`config.mk`:
```
export PLATFORM = sky130hd
export DESIGN_NAME = crl_unit
export DESIGN_NICKNAME = d
export VERILOG_FILES = /design/src/hw/crl_pkg.sv /design/src/hw/crl_unit.sv
export SDC_FILE = /design/constraint.sdc
export NUM_CORES = 1
export LEC_CHECK = 0
export ABC_CLOCK_PERIOD_IN_PS = 5800
export BUFFER_PORTS_ARGS = -buffer_cell sky130_fd_sc_hd__buf_2
export CORE_MARGIN = 2
export CORE_UTILIZATION = 40
export CTS_CLUSTER_SIZE = 28
export DETAILED_ROUTE_END_ITERATION = 8
export GPL_TIMING_DRIVEN = 1
export PLACE_DENSITY = 0.67
export SKIP_LAST_GASP = 1
export SLEW_MARGIN = 20
export SYNTH_ARGS = -nofsm -noshare
export SYNTH_HDL_FRONTEND = slang
export SYNTH_SLANG_ARGS = --single-unit
```
`constraint.sdc`:
```
create_clock -name i_sys_clk -period 5.8 [get_ports i_sys_clk]
set_input_delay 1.74 -clock i_sys_clk [delete_from_list [all_inputs] [get_ports i_sys_clk]]
set_output_delay 1.74 -clock i_sys_clk [all_outputs]
set_load 0.03 [all_outputs]
```
`src/hw/crl_pkg.sv`:
```
// package: instruction fields, extended opcodes and carriers for crl unit
package crl_pkg;
  localparam int          CRL_WORD_W       = 32;
  localparam int          CRL_IDX_W        = 5;
  localparam int          CRL_XO_W         = 10;
  localparam int          CRL_POP_W        = 6;
  localparam int          CRL_XER_W        = 32;
  // bit positions, bit 0 is the most significant bit of the word
  localparam int          CRL_POP_MSB      = 0;
  localparam int          CRL_TGT_MSB      = 6;
  localparam int          CRL_SRC1_MSB     = 11;
  localparam int          CRL_SRC2_MSB     = 16;
  localparam int          CRL_XO_MSB       = 21;
  localparam logic [5:0]  CRL_POP_CR       = 6'h13;
  localparam logic [9:0]  CRL_XO_ANDC      = 10'h081;
  localparam logic [9:0]  CRL_XO_EQV       = 10'h121;
  localparam logic [9:0]  CRL_XO_NAND      = 10'h0e1;
  localparam logic [9:0]  CRL_XO_NOR       = 10'h021;
  localparam logic [9:0]  CRL_XO_OR        = 10'h1c1;
  localparam logic [9:0]  CRL_XO_ORC       = 10'h1a1;
  localparam logic [31:0] CRL_CR_RESET     = 32'h0000_0000;
  localparam logic [31:0] CRL_XER_RESET    = 32'h0000_0000;

  typedef enum logic [5:0] {
    CRL_OP_NONE = 6'h00,
    CRL_OP_ANDC = 6'h01,
    CRL_OP_EQV  = 6'h02,
    CRL_OP_NAND = 6'h04,
    CRL_OP_NOR  = 6'h08,
    CRL_OP_OR   = 6'h10,
    CRL_OP_ORC  = 6'h20
  } crl_op_e;

  typedef struct packed {
    logic [CRL_IDX_W-1:0] tgt;
    logic [CRL_IDX_W-1:0] src1;
    logic [CRL_IDX_W-1:0] src2;
    crl_op_e              op;
  } crl_dec_s;

  typedef struct packed {
    logic                  valid;
    logic [CRL_WORD_W-1:0] word;
  } crl_issue_s;
endpackage : crl_pkg

```
`src/hw/crl_unit.sv`:
```
// condition register bit logic unit: decode, evaluate and write one cr bit
`timescale 1ns/1ps
`default_nettype none
module crl_unit
  import crl_pkg::*;
(
  // clock and reset
  input  wire logic                       i_sys_clk,
  input  wire logic                       i_reset_n,
  // instruction issue
  input  wire crl_pkg::crl_issue_s        i_issue,
  // exception register load from the rest of the pipeline
  input  wire logic                       i_xer_we,
  input  wire logic [crl_pkg::CRL_XER_W-1:0] i_xer_wdata,
  // state and status
  output logic [crl_pkg::CRL_WORD_W-1:0]  o_cr,
  output logic [crl_pkg::CRL_XER_W-1:0]   o_xer,
  output logic                            o_done,
  output logic                            o_illegal
);
  import crl_pkg::*;

  // timing: an instruction is taken on an edge with i_issue.valid high,
  // and o_cr, o_done and o_illegal show its outcome right after that same edge.
  // there is no stall input: back-to-back instructions are all taken or refused,
  // each reading the cr as the one before left it.

  // reset release path
  logic                  rst_meta_q;
  logic                  rst_sync_q;
  // architectural state and status
  logic [CRL_WORD_W-1:0] cr_q;
  logic [CRL_WORD_W-1:0] cr_d;
  logic [CRL_XER_W-1:0]  xer_q;
  logic [CRL_XER_W-1:0]  xer_d;
  logic                  done_q;
  logic                  illegal_q;
  // decode and datapath
  logic [CRL_POP_W-1:0]  pop_field;
  logic [CRL_XO_W-1:0]   xo_field;
  crl_dec_s              dec;
  logic                  take;
  logic                  refuse;
  logic                  bit_a;
  logic                  bit_b;
  logic                  result;
  logic [CRL_WORD_W-1:0] tgt_mask;
  logic [CRL_WORD_W-1:0] wr_bits;

  // field extract using msb-0 numbering
  function automatic logic [CRL_IDX_W-1:0] field5(
    input logic [CRL_WORD_W-1:0] w, input int msb0);
    field5 = w[CRL_WORD_W-1-msb0 -: CRL_IDX_W];
  endfunction : field5

  // primary opcode field, msb-0 bits 0-5
  function automatic logic [CRL_POP_W-1:0] pop_of(
    input logic [CRL_WORD_W-1:0] w);
    pop_of = w[CRL_WORD_W-1-CRL_POP_MSB -: CRL_POP_W];
  endfunction : pop_of

  // extended opcode field, msb-0 bits 21-30
  function automatic logic [CRL_XO_W-1:0] xo_of(
    input logic [CRL_WORD_W-1:0] w);
    xo_of = w[CRL_WORD_W-1-CRL_XO_MSB -: CRL_XO_W];
  endfunction : xo_of

  // cr bit i is word bit 31-i, matching the msb-0 view of software
  function automatic logic [CRL_IDX_W-1:0] cr_pos(
    input logic [CRL_IDX_W-1:0] idx);
    cr_pos = 5'h1f - idx;
  endfunction : cr_pos

  function automatic logic cr_bit(
    input logic [CRL_WORD_W-1:0] cr, input logic [CRL_IDX_W-1:0] idx);
    cr_bit = cr[cr_pos(idx)];
  endfunction : cr_bit

  // one-hot mask of the word bit that a cr index names
  function automatic logic [CRL_WORD_W-1:0] cr_mask(
    input logic [CRL_IDX_W-1:0] idx);
    cr_mask              = '0;
    cr_mask[cr_pos(idx)] = 1'b1;
  endfunction : cr_mask

  // map an extended opcode onto the internal one-hot operation code
  function automatic crl_op_e op_of_xo(input logic [CRL_XO_W-1:0] xo);
    case (xo)
      CRL_XO_ANDC: op_of_xo = CRL_OP_ANDC;
      CRL_XO_EQV:  op_of_xo = CRL_OP_EQV;
      CRL_XO_NAND: op_of_xo = CRL_OP_NAND;
      CRL_XO_NOR:  op_of_xo = CRL_OP_NOR;
      CRL_XO_OR:   op_of_xo = CRL_OP_OR;
      CRL_XO_ORC:  op_of_xo = CRL_OP_ORC;
      default:     op_of_xo = CRL_OP_NONE;
    endcase
  endfunction : op_of_xo

  // any code but none is one of the six recognised operations
  function automatic logic is_known(input crl_op_e op);
    is_known = (op != CRL_OP_NONE);
  endfunction : is_known

  // one operation on two operand bits
  function automatic logic eval_op(
    input crl_op_e op, input logic a, input logic b);
    case (op)
      CRL_OP_ANDC: eval_op = a & ~b;
      CRL_OP_EQV:  eval_op = ~(a ^ b);
      CRL_OP_NAND: eval_op = ~(a & b);
      CRL_OP_NOR:  eval_op = ~(a | b);
      CRL_OP_OR:   eval_op = a | b;
      CRL_OP_ORC:  eval_op = a | ~b;
      default:     eval_op = 1'b0;
    endcase
  endfunction : eval_op

  // the raw reset may let go at any moment; downstream flops only ever
  // see a release that is aligned to the clock
  always_ff @(posedge i_sys_clk or negedge i_reset_n) begin
    if (!i_reset_n) begin
      rst_meta_q <= 1'b0;
      rst_sync_q <= 1'b0;
    end else begin
      rst_meta_q <= 1'b1;
      rst_sync_q <= rst_meta_q;
    end
  end

  // decode; word bit 0 (msb-0 bit 31) is never looked at
  always_comb begin
    logic [CRL_WORD_W-1:0] w;
    w         = i_issue.word;
    pop_field = pop_of(w);
    xo_field  = xo_of(w);
    dec.tgt   = field5(w, CRL_TGT_MSB);
    dec.src1  = field5(w, CRL_SRC1_MSB);
    dec.src2  = field5(w, CRL_SRC2_MSB);
    dec.op    = CRL_OP_NONE;
    if (pop_field == CRL_POP_CR) begin
      dec.op = op_of_xo(xo_field);
    end
  end

  // operands come from the registered cr, so a target that is also a
  // source sees the value from before this write
  assign bit_a  = cr_bit(cr_q, dec.src1);
  assign bit_b  = cr_bit(cr_q, dec.src2);
  assign result = eval_op(dec.op, bit_a, bit_b);

  // a valid cycle is either taken or refused, never both
  assign take   = i_issue.valid && is_known(dec.op);
  assign refuse = i_issue.valid && !is_known(dec.op);

  assign tgt_mask = cr_mask(dec.tgt);
  assign wr_bits  = {CRL_WORD_W{result}} & tgt_mask;

  // bits outside the mask keep their old value
  always_comb begin
    cr_d = cr_q;
    if (take) begin
      cr_d = (cr_q & ~tgt_mask) | wr_bits;
    end
  end

  always_ff @(posedge i_sys_clk or negedge rst_sync_q) begin
    if (!rst_sync_q) begin
      cr_q <= CRL_CR_RESET;
    end else begin
      cr_q <= cr_d;
    end
  end

  // only the pipeline load path moves the exception register
  always_comb begin
    xer_d = xer_q;
    if (i_xer_we) begin
      xer_d = i_xer_wdata;
    end
  end

  always_ff @(posedge i_sys_clk or negedge rst_sync_q) begin
    if (!rst_sync_q) begin
      xer_q <= CRL_XER_RESET;
    end else begin
      xer_q <= xer_d;
    end
  end

  // done and illegal each follow take and refuse one cycle later, so back-to-back taken (or refused) instructions hold done (or illegal) high
  always_ff @(posedge i_sys_clk or negedge rst_sync_q) begin
    if (!rst_sync_q) begin
      done_q <= 1'b0;
    end else begin
      done_q <= take;
    end
  end

  always_ff @(posedge i_sys_clk or negedge rst_sync_q) begin
    if (!rst_sync_q) begin
      illegal_q <= 1'b0;
    end else begin
      illegal_q <= refuse;
    end
  end

  // outputs straight from their flops
  assign o_cr      = cr_q;
  assign o_xer     = xer_q;
  assign o_done    = done_q;
  assign o_illegal = illegal_q;
endmodule : crl_unit
`default_nettype wire

```
After elaboration in Yosys (flattened, before gate mapping)
Cells that the tools add are included.
{ "totals": {"reg_bits": 68, "input_bits": 68, "out_inout_bits": 66, "wordCells": 53} }
{ "op_classes": {"addsub": 3, "order_cmp": 4, "eq_ne": 13, "mux": 9, "bitwise": 13, "n_reduce_logical": 5} }
{ "op_table": {"columns": ["operator", "count"], "rows": [
  ["32-bit AND", 2],
  ["6-bit one-hot mux with 6 select lines", 1],
  ["32-bit NOT", 1],
  ["32-bit bitwise OR", 1],
  ["10-bit by 9-bit == test with 1-bit output, second input constant", 3],
  ["10-bit by 8-bit == test with 1-bit output, second input constant", 2],
  ["5-bit by 6-bit < comparator with 1-bit output, second input constant", 3],
  ["5-bit subtractor, first input constant", 3],
  ["6-bit by 5-bit == test with 1-bit output, second input constant", 2],
  ["1-bit binary-select mux with 5-bit select", 2],
  ["10-bit by 6-bit == test with 1-bit output, second input constant", 1],
  ["6-bit by 1-bit == test with 1-bit output, second input constant", 1],
  ["6-bit by 2-bit == test with 1-bit output, second input constant", 1],
  ["6-bit by 3-bit == test with 1-bit output, second input constant", 1],
  ["6-bit by 4-bit == test with 1-bit output, second input constant", 1],
  ["6-bit == test, second input constant", 1],
  ["6-bit 2-to-1 mux", 1],
  ["1-bit one-hot mux with 6 select lines", 1],
  ["6-bit nonzero test", 1],
  ["1-bit demux with 5-bit select", 1],
  ["5-bit by 1-bit greater-or-equal comparator with 1-bit output, second input constant", 1],
  ["1-bit NOT", 4],
  ["1-bit logical AND", 3],
  ["1-bit 2-to-1 mux", 3],
  ["4 further kinds", 6]
]} }

Depth between registers and ports, before layout
Gate-level depths: netlist of run 1.
{ "logic_depth": {"ltp_word": 8, "ltp_mapped": 13, "ltp_nobuf": 10} }

Worst setup path after synthesis of run 1
No wires, ideal clock.
{ "synth_path": {"path_kind": "input port to flip-flop", "startpoint": "input port i_issue[17] in the netlist's numbering", "endpoint": "register with a tool-made name", "setup_time_ns": 0.067, "arrival_time_ns": 4.379, "setup_slack_ns": 1.354, "stages": 13, "path_buffers": 3, "cell_sequence": "buf_2 > buf_1 > mux2i_1 > nand2_1 > o211ai_1 > o22ai_1 > a311oi_1 > ha_1 > nor4b_1 > a31oi_1 > o221ai_1 > clkbuf_1 > mux2_1"} }
{ "synth_lines": {"columns": ["item", "line_no", "source"], "rows": [
  ["from (decl)", "crl_unit.sv:11", "input wire crl_pkg::crl_issue_s i_issue,"]
]} }

==> results.cfg, run 1 <==
[outcome]
status = finished clean

[power_and_ir_drop]
swShare_pct = 29.36
seqPwrFrac_pct = 46.9
vdd_drop_max_mv = 0.1568
comb_power_share_pct = 18.0
clkPwrFrac_pct = 35.2
p_sw_uw = 320.2
p_int_uw = 770.5
p_leak_uw = 0.002268
p_per_area_nw_per_um2 = 236.3

[cts]
post_cts_buffers = 0
cts.sinks = 68
clockBufferDepth = 2
root_buffer = clkbuf_8
cts_tree = yes
post_cts_resized = 0
cts_made_buffers = 9
htree_levels = 3
ctsHoldBuffers = 0
clk_pin_slew_worst_paths_ns = 0.08
clk_latency_ns = 0.33

[global_routing]
grt_pass1_vias = 3096
grt_start_max_net_pins = 44
grt_usage_pct = 18.86
grt_overflow = 0
grt_pass1_wl_um = 14950
antenna_found_initial = 0

[yosys]
synth_simple_gate_area_share_pct = 13.11
yosysSeqAreaShare_pct = 46.45
synth-edff-count = 0
ys_warn_count = 0
ys.flop_type = dfrtp_1
yosysUniqueCellTypes = 46
yosys_register_bits = 68
async_flop_share_pct = 100.0
syn-num-nets = 377
synthXorXnorAreaFrac_pct = 0.2391
synth_top_family_by_area = multiplexers
syn-mean-instance-area_um2 = 12.01
synth-compound-area-share_pct = 9.460
netlist_instances = 305
synth_fa_ha_area_share_pct = 1.366
muxShareOfSynthArea_pct = 27.53
syn_area_um2 = 3664

[worst_setup_path]
worstPathRequired_ns = 6.07
crit_arrival_ns = 4.64
start_kind = input pin
worstRegToRegCells = 10
end_kind = register
cp_max_fo = 18
critical_path_class = input pin to register

[sta]
rsz0062_at_grt = false
final-setup-viol-count = 0
relSlewSlack_pct = 49.86
max_freq_ghz = 0.2285
post-route-min-period_ns = 4.377
fin_setup_tns_ns = 0
hold_viol = 0
finalClockSkew_ns = 0.008229
worst_pin_slew_ns = 0.7521
fin_crit_sh_pct = 75.46
slew_violations = 0

[floorplanning]
ios = 134
die_y_um = 99.70
core_um2 = 8806
num_rows = 34
initial_core_util_pct = 41.60
die_w_um = 99.70
design.die.area_um2 = 9940

[layout]
drive_gt1_share_pct = 44.02
layout_commonest_cell = buf_2
final_area_um2 = 4617
fin_nets = 510
n_antenna_cell = 0
syn2layout_area_growth_pct = 26.02
most-common-layout-cells = buf_2 (132), dfrtp_1 (67), nand2_1 (49), mux2_1 (36), mux2_2 (34)

[placement]
routabilityCongestion = 0.9301
dpl.hpwl_um = 6885
place_area_um2 = 4423
portBuffers = 132

[routing]
first_iter_violations = 92
drtPass1Iterations = 4
vias = 2968
ant_nets = 0
via_per_inst = 5.387
drt_wl_total_um = 9147
drc_errors = 0
wl_per_cell_um = 16.60

[run]
max-cap-violations = 0

[hold_path]
min_path_type = register to asynchronous set/reset pin
-- final timing paths --
check	startpoint	to	slack [ns]
setup reg to reg	register	register	2.77
max in group asynchronous	i_reset_n	rst_sync_q	4.52
setup / recovery	i_issue[17]	register	1.42
hold reg to reg	rst_sync_q	o_xer[30]	0.24
min in group i_sys_clk	rst_meta_q	rst_sync_q	0.36
hold / removal	rst_sync_q	o_xer[30]	0.24
-- metal layers --
metal | vias up | GRT usage (%) | part of all wire [%]
met5 | - | 0 | 0
met2 | 135 | 31.86 | 47
met1 | 1434 | 23.58 | 44
met3 | 11 | 5.833 | 7.9
met4 | 0 | 4.847 | 0.94
li1 | 1388 | - | -
-- cells in the mapped netlist (all sizes together) (3+ instances only) --
master | number | area share (%)
nor2b | 10 | 1.7
nor3b | 5 | 1.0
o22ai | 3 | 0.51
a2111oi | 6 | 3.5
a211oi | 4 | 0.82
nand2 | 49 | 5.0
ha | 4 | 1.4
buf | 8 | 1.1
nand3b | 3 | 0.61
nor2 | 5 | 0.51
nor4b | 3 | 0.89
mux2 | 70 | 22
clkbuf | 5 | 0.51
o211ai | 4 | 0.82
dfrtp | 68 | 46
a22oi | 4 | 0.82
mux2i | 22 | 6.0
-- final cells by class --
| type | instances | area [µm²] |
|---|---|---|
| clock buffers | 10 | 127.6 |
| clock inverters | 6 | 66.31 |
| fillers | 802 | 4189 |
| inverters | 1 | 3.754 |
| multi-input cells | 223 | 1898 |
| flip-flops and latches | 68 | 1703 |
| well taps | 108 | 135.1 |
| repair buffers | 135 | 683.2 |
-- logic make-up after synthesis --
| kind of cell | after synthesis |
|---|---|
| buffers and inverters | 14 |
| XOR/XNOR | 1 |
| adder cells (fa/ha/maj) | 4 |
| other | 1 |
| AO/OA/AOI/OAI | 34 |
| AND/OR/NAND/NOR | 91 |
| flip-flops | 68 |
| multiplexers | 92 |
-- critical path, stage by stage --
cell and delay [ns]:
buf_2 0.39, mux2_1 0.39, o211ai_1 0.21, o22ai_1 0.14
a311oi_1 0.43, ha_1 0.31, nor4b_1 0.26, a31oi_1 0.08
o221ai_1 0.27, buf_4 0.25, mux2_1 0.15
-- power groups by stage --
stage / combinational (µW) / sequential, µW / clock [µW]
final: 196 / 511 / 383
after global placement: 193 / 520 / 0
after CTS: 198 / 512 / 400
after floorplan: 76.1 / 570 / 0
after global routing: 212 / 515 / 425
after detailed placement: 197 / 521 / 0
-- per-stage QoR --
step           total power, µW  worst slack (ns)  hold WS [ns]  util (%)  cells
4_1_cts                   1109             1.477        0.2585     52.43    551
5_1_grt                   1152             1.289        0.2941     52.43    551
3_3_place_gp             712.9             1.206        0.2520     50.23    535
3_5_place_dp             718.0             1.124        0.2514     50.23    535
6_report                  1091             1.423        0.2357     52.43    551
2_1_floorplan            646.2             1.354        0.3312         -    305
No activity file was read; power rests on OpenSTA's default activity.
==> run 2: changes to the inputs <==
Settings changed: ABC_CLOCK_PERIOD_IN_PS 5800 to 4400.
Clock period 5.8 ns to 4.4 ns, I/O delays scaled along.
==> run 2 against run 1 <==
Net effect: routed wire length increased by 0.55%; final area increased by 0.14%; cell count unchanged; critical path depth unchanged; hold slack improved by 0.0017 ns; largest power group unchanged; highest routed layer unchanged.
==> results.cfg, run 2 (synthesis gave the netlist of run 1 again) <==
[floorplanning]
die_y_um = 99.70
ios = 134
core_um2 = 8806
die_w_um = 99.70
design.die.area_um2 = 9940
initial_core_util_pct = 41.60
num_rows = 34

[worst_setup_path]
end_kind = register
cp_max_fo = 18
start_kind = input pin
crit_arrival_ns = 4.13
worstRegToRegCells = 10
critical_path_class = input pin to register
r2r_slack_ns = 1.48
worstPathRequired_ns = 4.69

[global_routing]
grt_usage_pct = 19.35
antenna_found_initial = 0
grt_start_max_net_pins = 44
grt_overflow = 0
grt_pass1_vias = 3086
grt_pass1_wl_um = 15190

[cts]
ctsHoldBuffers = 0
clk_latency_ns = 0.35
clk_pin_slew_worst_paths_ns = 0.08
cts.sinks = 68
clockBufferDepth = 2
cts_tree = yes
cts_made_buffers = 9
post_cts_buffers = 0
htree_levels = 3
root_buffer = clkbuf_8
post_cts_resized = 0

[layout]
drive_gt1_share_pct = 44.02
regArea_um2 = 1703
final_util_pct = 52.50
layout_commonest_cell = buf_2
fill_cells = 819
multiInputGateArea_um2 = 1898
syn2layout_area_growth_pct = 26.20
most-common-layout-cells = buf_2 (132), dfrtp_1 (67), nand2_1 (49), mux2_1 (36), mux2_2 (34)
final_area_um2 = 4623
fin_nets = 510
n_antenna_cell = 0

[sta]
finalClockSkew_ns = 0.009075
post-route-min-period_ns = 3.844
fin_crit_sh_pct = 87.36
fin_ws_ns = 0.5561
rsz0062_at_grt = false
max_freq_ghz = 0.2602
worst_pin_slew_ns = 0.7635
final-setup-viol-count = 0
hold_viol = 0
relSlewSlack_pct = 49.10
slew_violations = 0
fin_setup_tns_ns = 0

[routing]
drt_wl_total_um = 9197
wl_per_cell_um = 16.69
ant_nets = 0
via_per_inst = 5.323
vias = 2933
first_iter_violations = 93
drtPass1Iterations = 4
drc_errors = 0

[power_and_ir_drop]
comb_power_share_pct = 17.6
vdd_drop_max_mv = 0.1992
p_int_uw = 1022
p_leak_uw = 0.002277
p_sw_uw = 444.2
p_per_area_nw_per_um2 = 317.1
clkPwrFrac_pct = 36.4
seqPwrFrac_pct = 45.9
power.total_uw = 1466
swShare_pct = 30.30

[placement]
routabilityCongestion = 0.9476
dpl.hpwl_um = 6816
place_area_um2 = 4423
portBuffers = 132
pre_cts_ws_ns = 0.2134

[outcome]
status = finished clean

[hold_path]
min_path_type = register to asynchronous set/reset pin

[run]
max-cap-violations = 0
==> run 2: changes by cell type in the layout (fill, tap and decap cells not counted) <==
| cell | delta |
|---|---|
| inv_6 | +2 |
| clkinv_4 | +1 |
| clkinv_2 | -1 |
| clkinvlp_4 | -2 |
==> run 2: how the worst max path moves through the flow <==
stage | startpoint | cells past startpoint | endpoint
after global routing | i_issue[17] | 11 | register
after detailed placement | i_issue[12] | 11 | register
after floorplan | i_issue[17] | 13 | register
after CTS | i_issue[12] | 11 | register
after global placement | i_issue[12] | 11 | register
final | i_issue[17] | 11 | register
==> run 2: power by group through the flow <==
stage	sequential, µW	clock (µW)	combinational, µW
floorplan	751	0	100
global placement	685	0	255
detailed placement	686	0	260
CTS	674	550	260
global route	680	576	279
finish	674	534	258
==> run 2: critical path, cell delays in order <==
cell	delay, ns
buf_2	0.41
mux2_1	0.38
o211ai_1	0.23
o22ai_1	0.14
a311oi_1	0.38
ha_1	0.30
nor4b_1	0.25
a31oi_1	0.08
o221ai_1	0.24
buf_4	0.24
mux2_1	0.16
==> run 2: final cells by class <==
class                      count  share of cell area (%)
timing repair buffer         135                   14.78
clock buffer                  10                   2.760
tap                          108                   2.923
inverter                       1                 0.08119
clock inverter                 6                   1.570
multi-input combinational    223                   41.06
sequential                    68                   36.83
==> run 2: per-stage QoR <==
| stage | instances | hold WS, ns |
|---|---|---|
| after floorplan | 305 | 0.3312 |
| after global placement | 535 | 0.2509 |
| after detailed placement | 535 | 0.2497 |
| after CTS | 551 | 0.2613 |
| after global routing | 551 | 0.2931 |
| final | 551 | 0.2373 |
==> run 2: metal layers <==
| layer | vias to the layer above | track usage [%] | wire length [µm] |
|---|---|---|---|
| li1 | 1386 | - | - |
| met1 | 1418 | 24.71 | 4034 |
| met5 | - | 0 | 0 |
| met4 | 0 | 6.533 | 65 |
| met2 | 122 | 32.12 | 4353 |
| met3 | 7 | 4.849 | 744 |
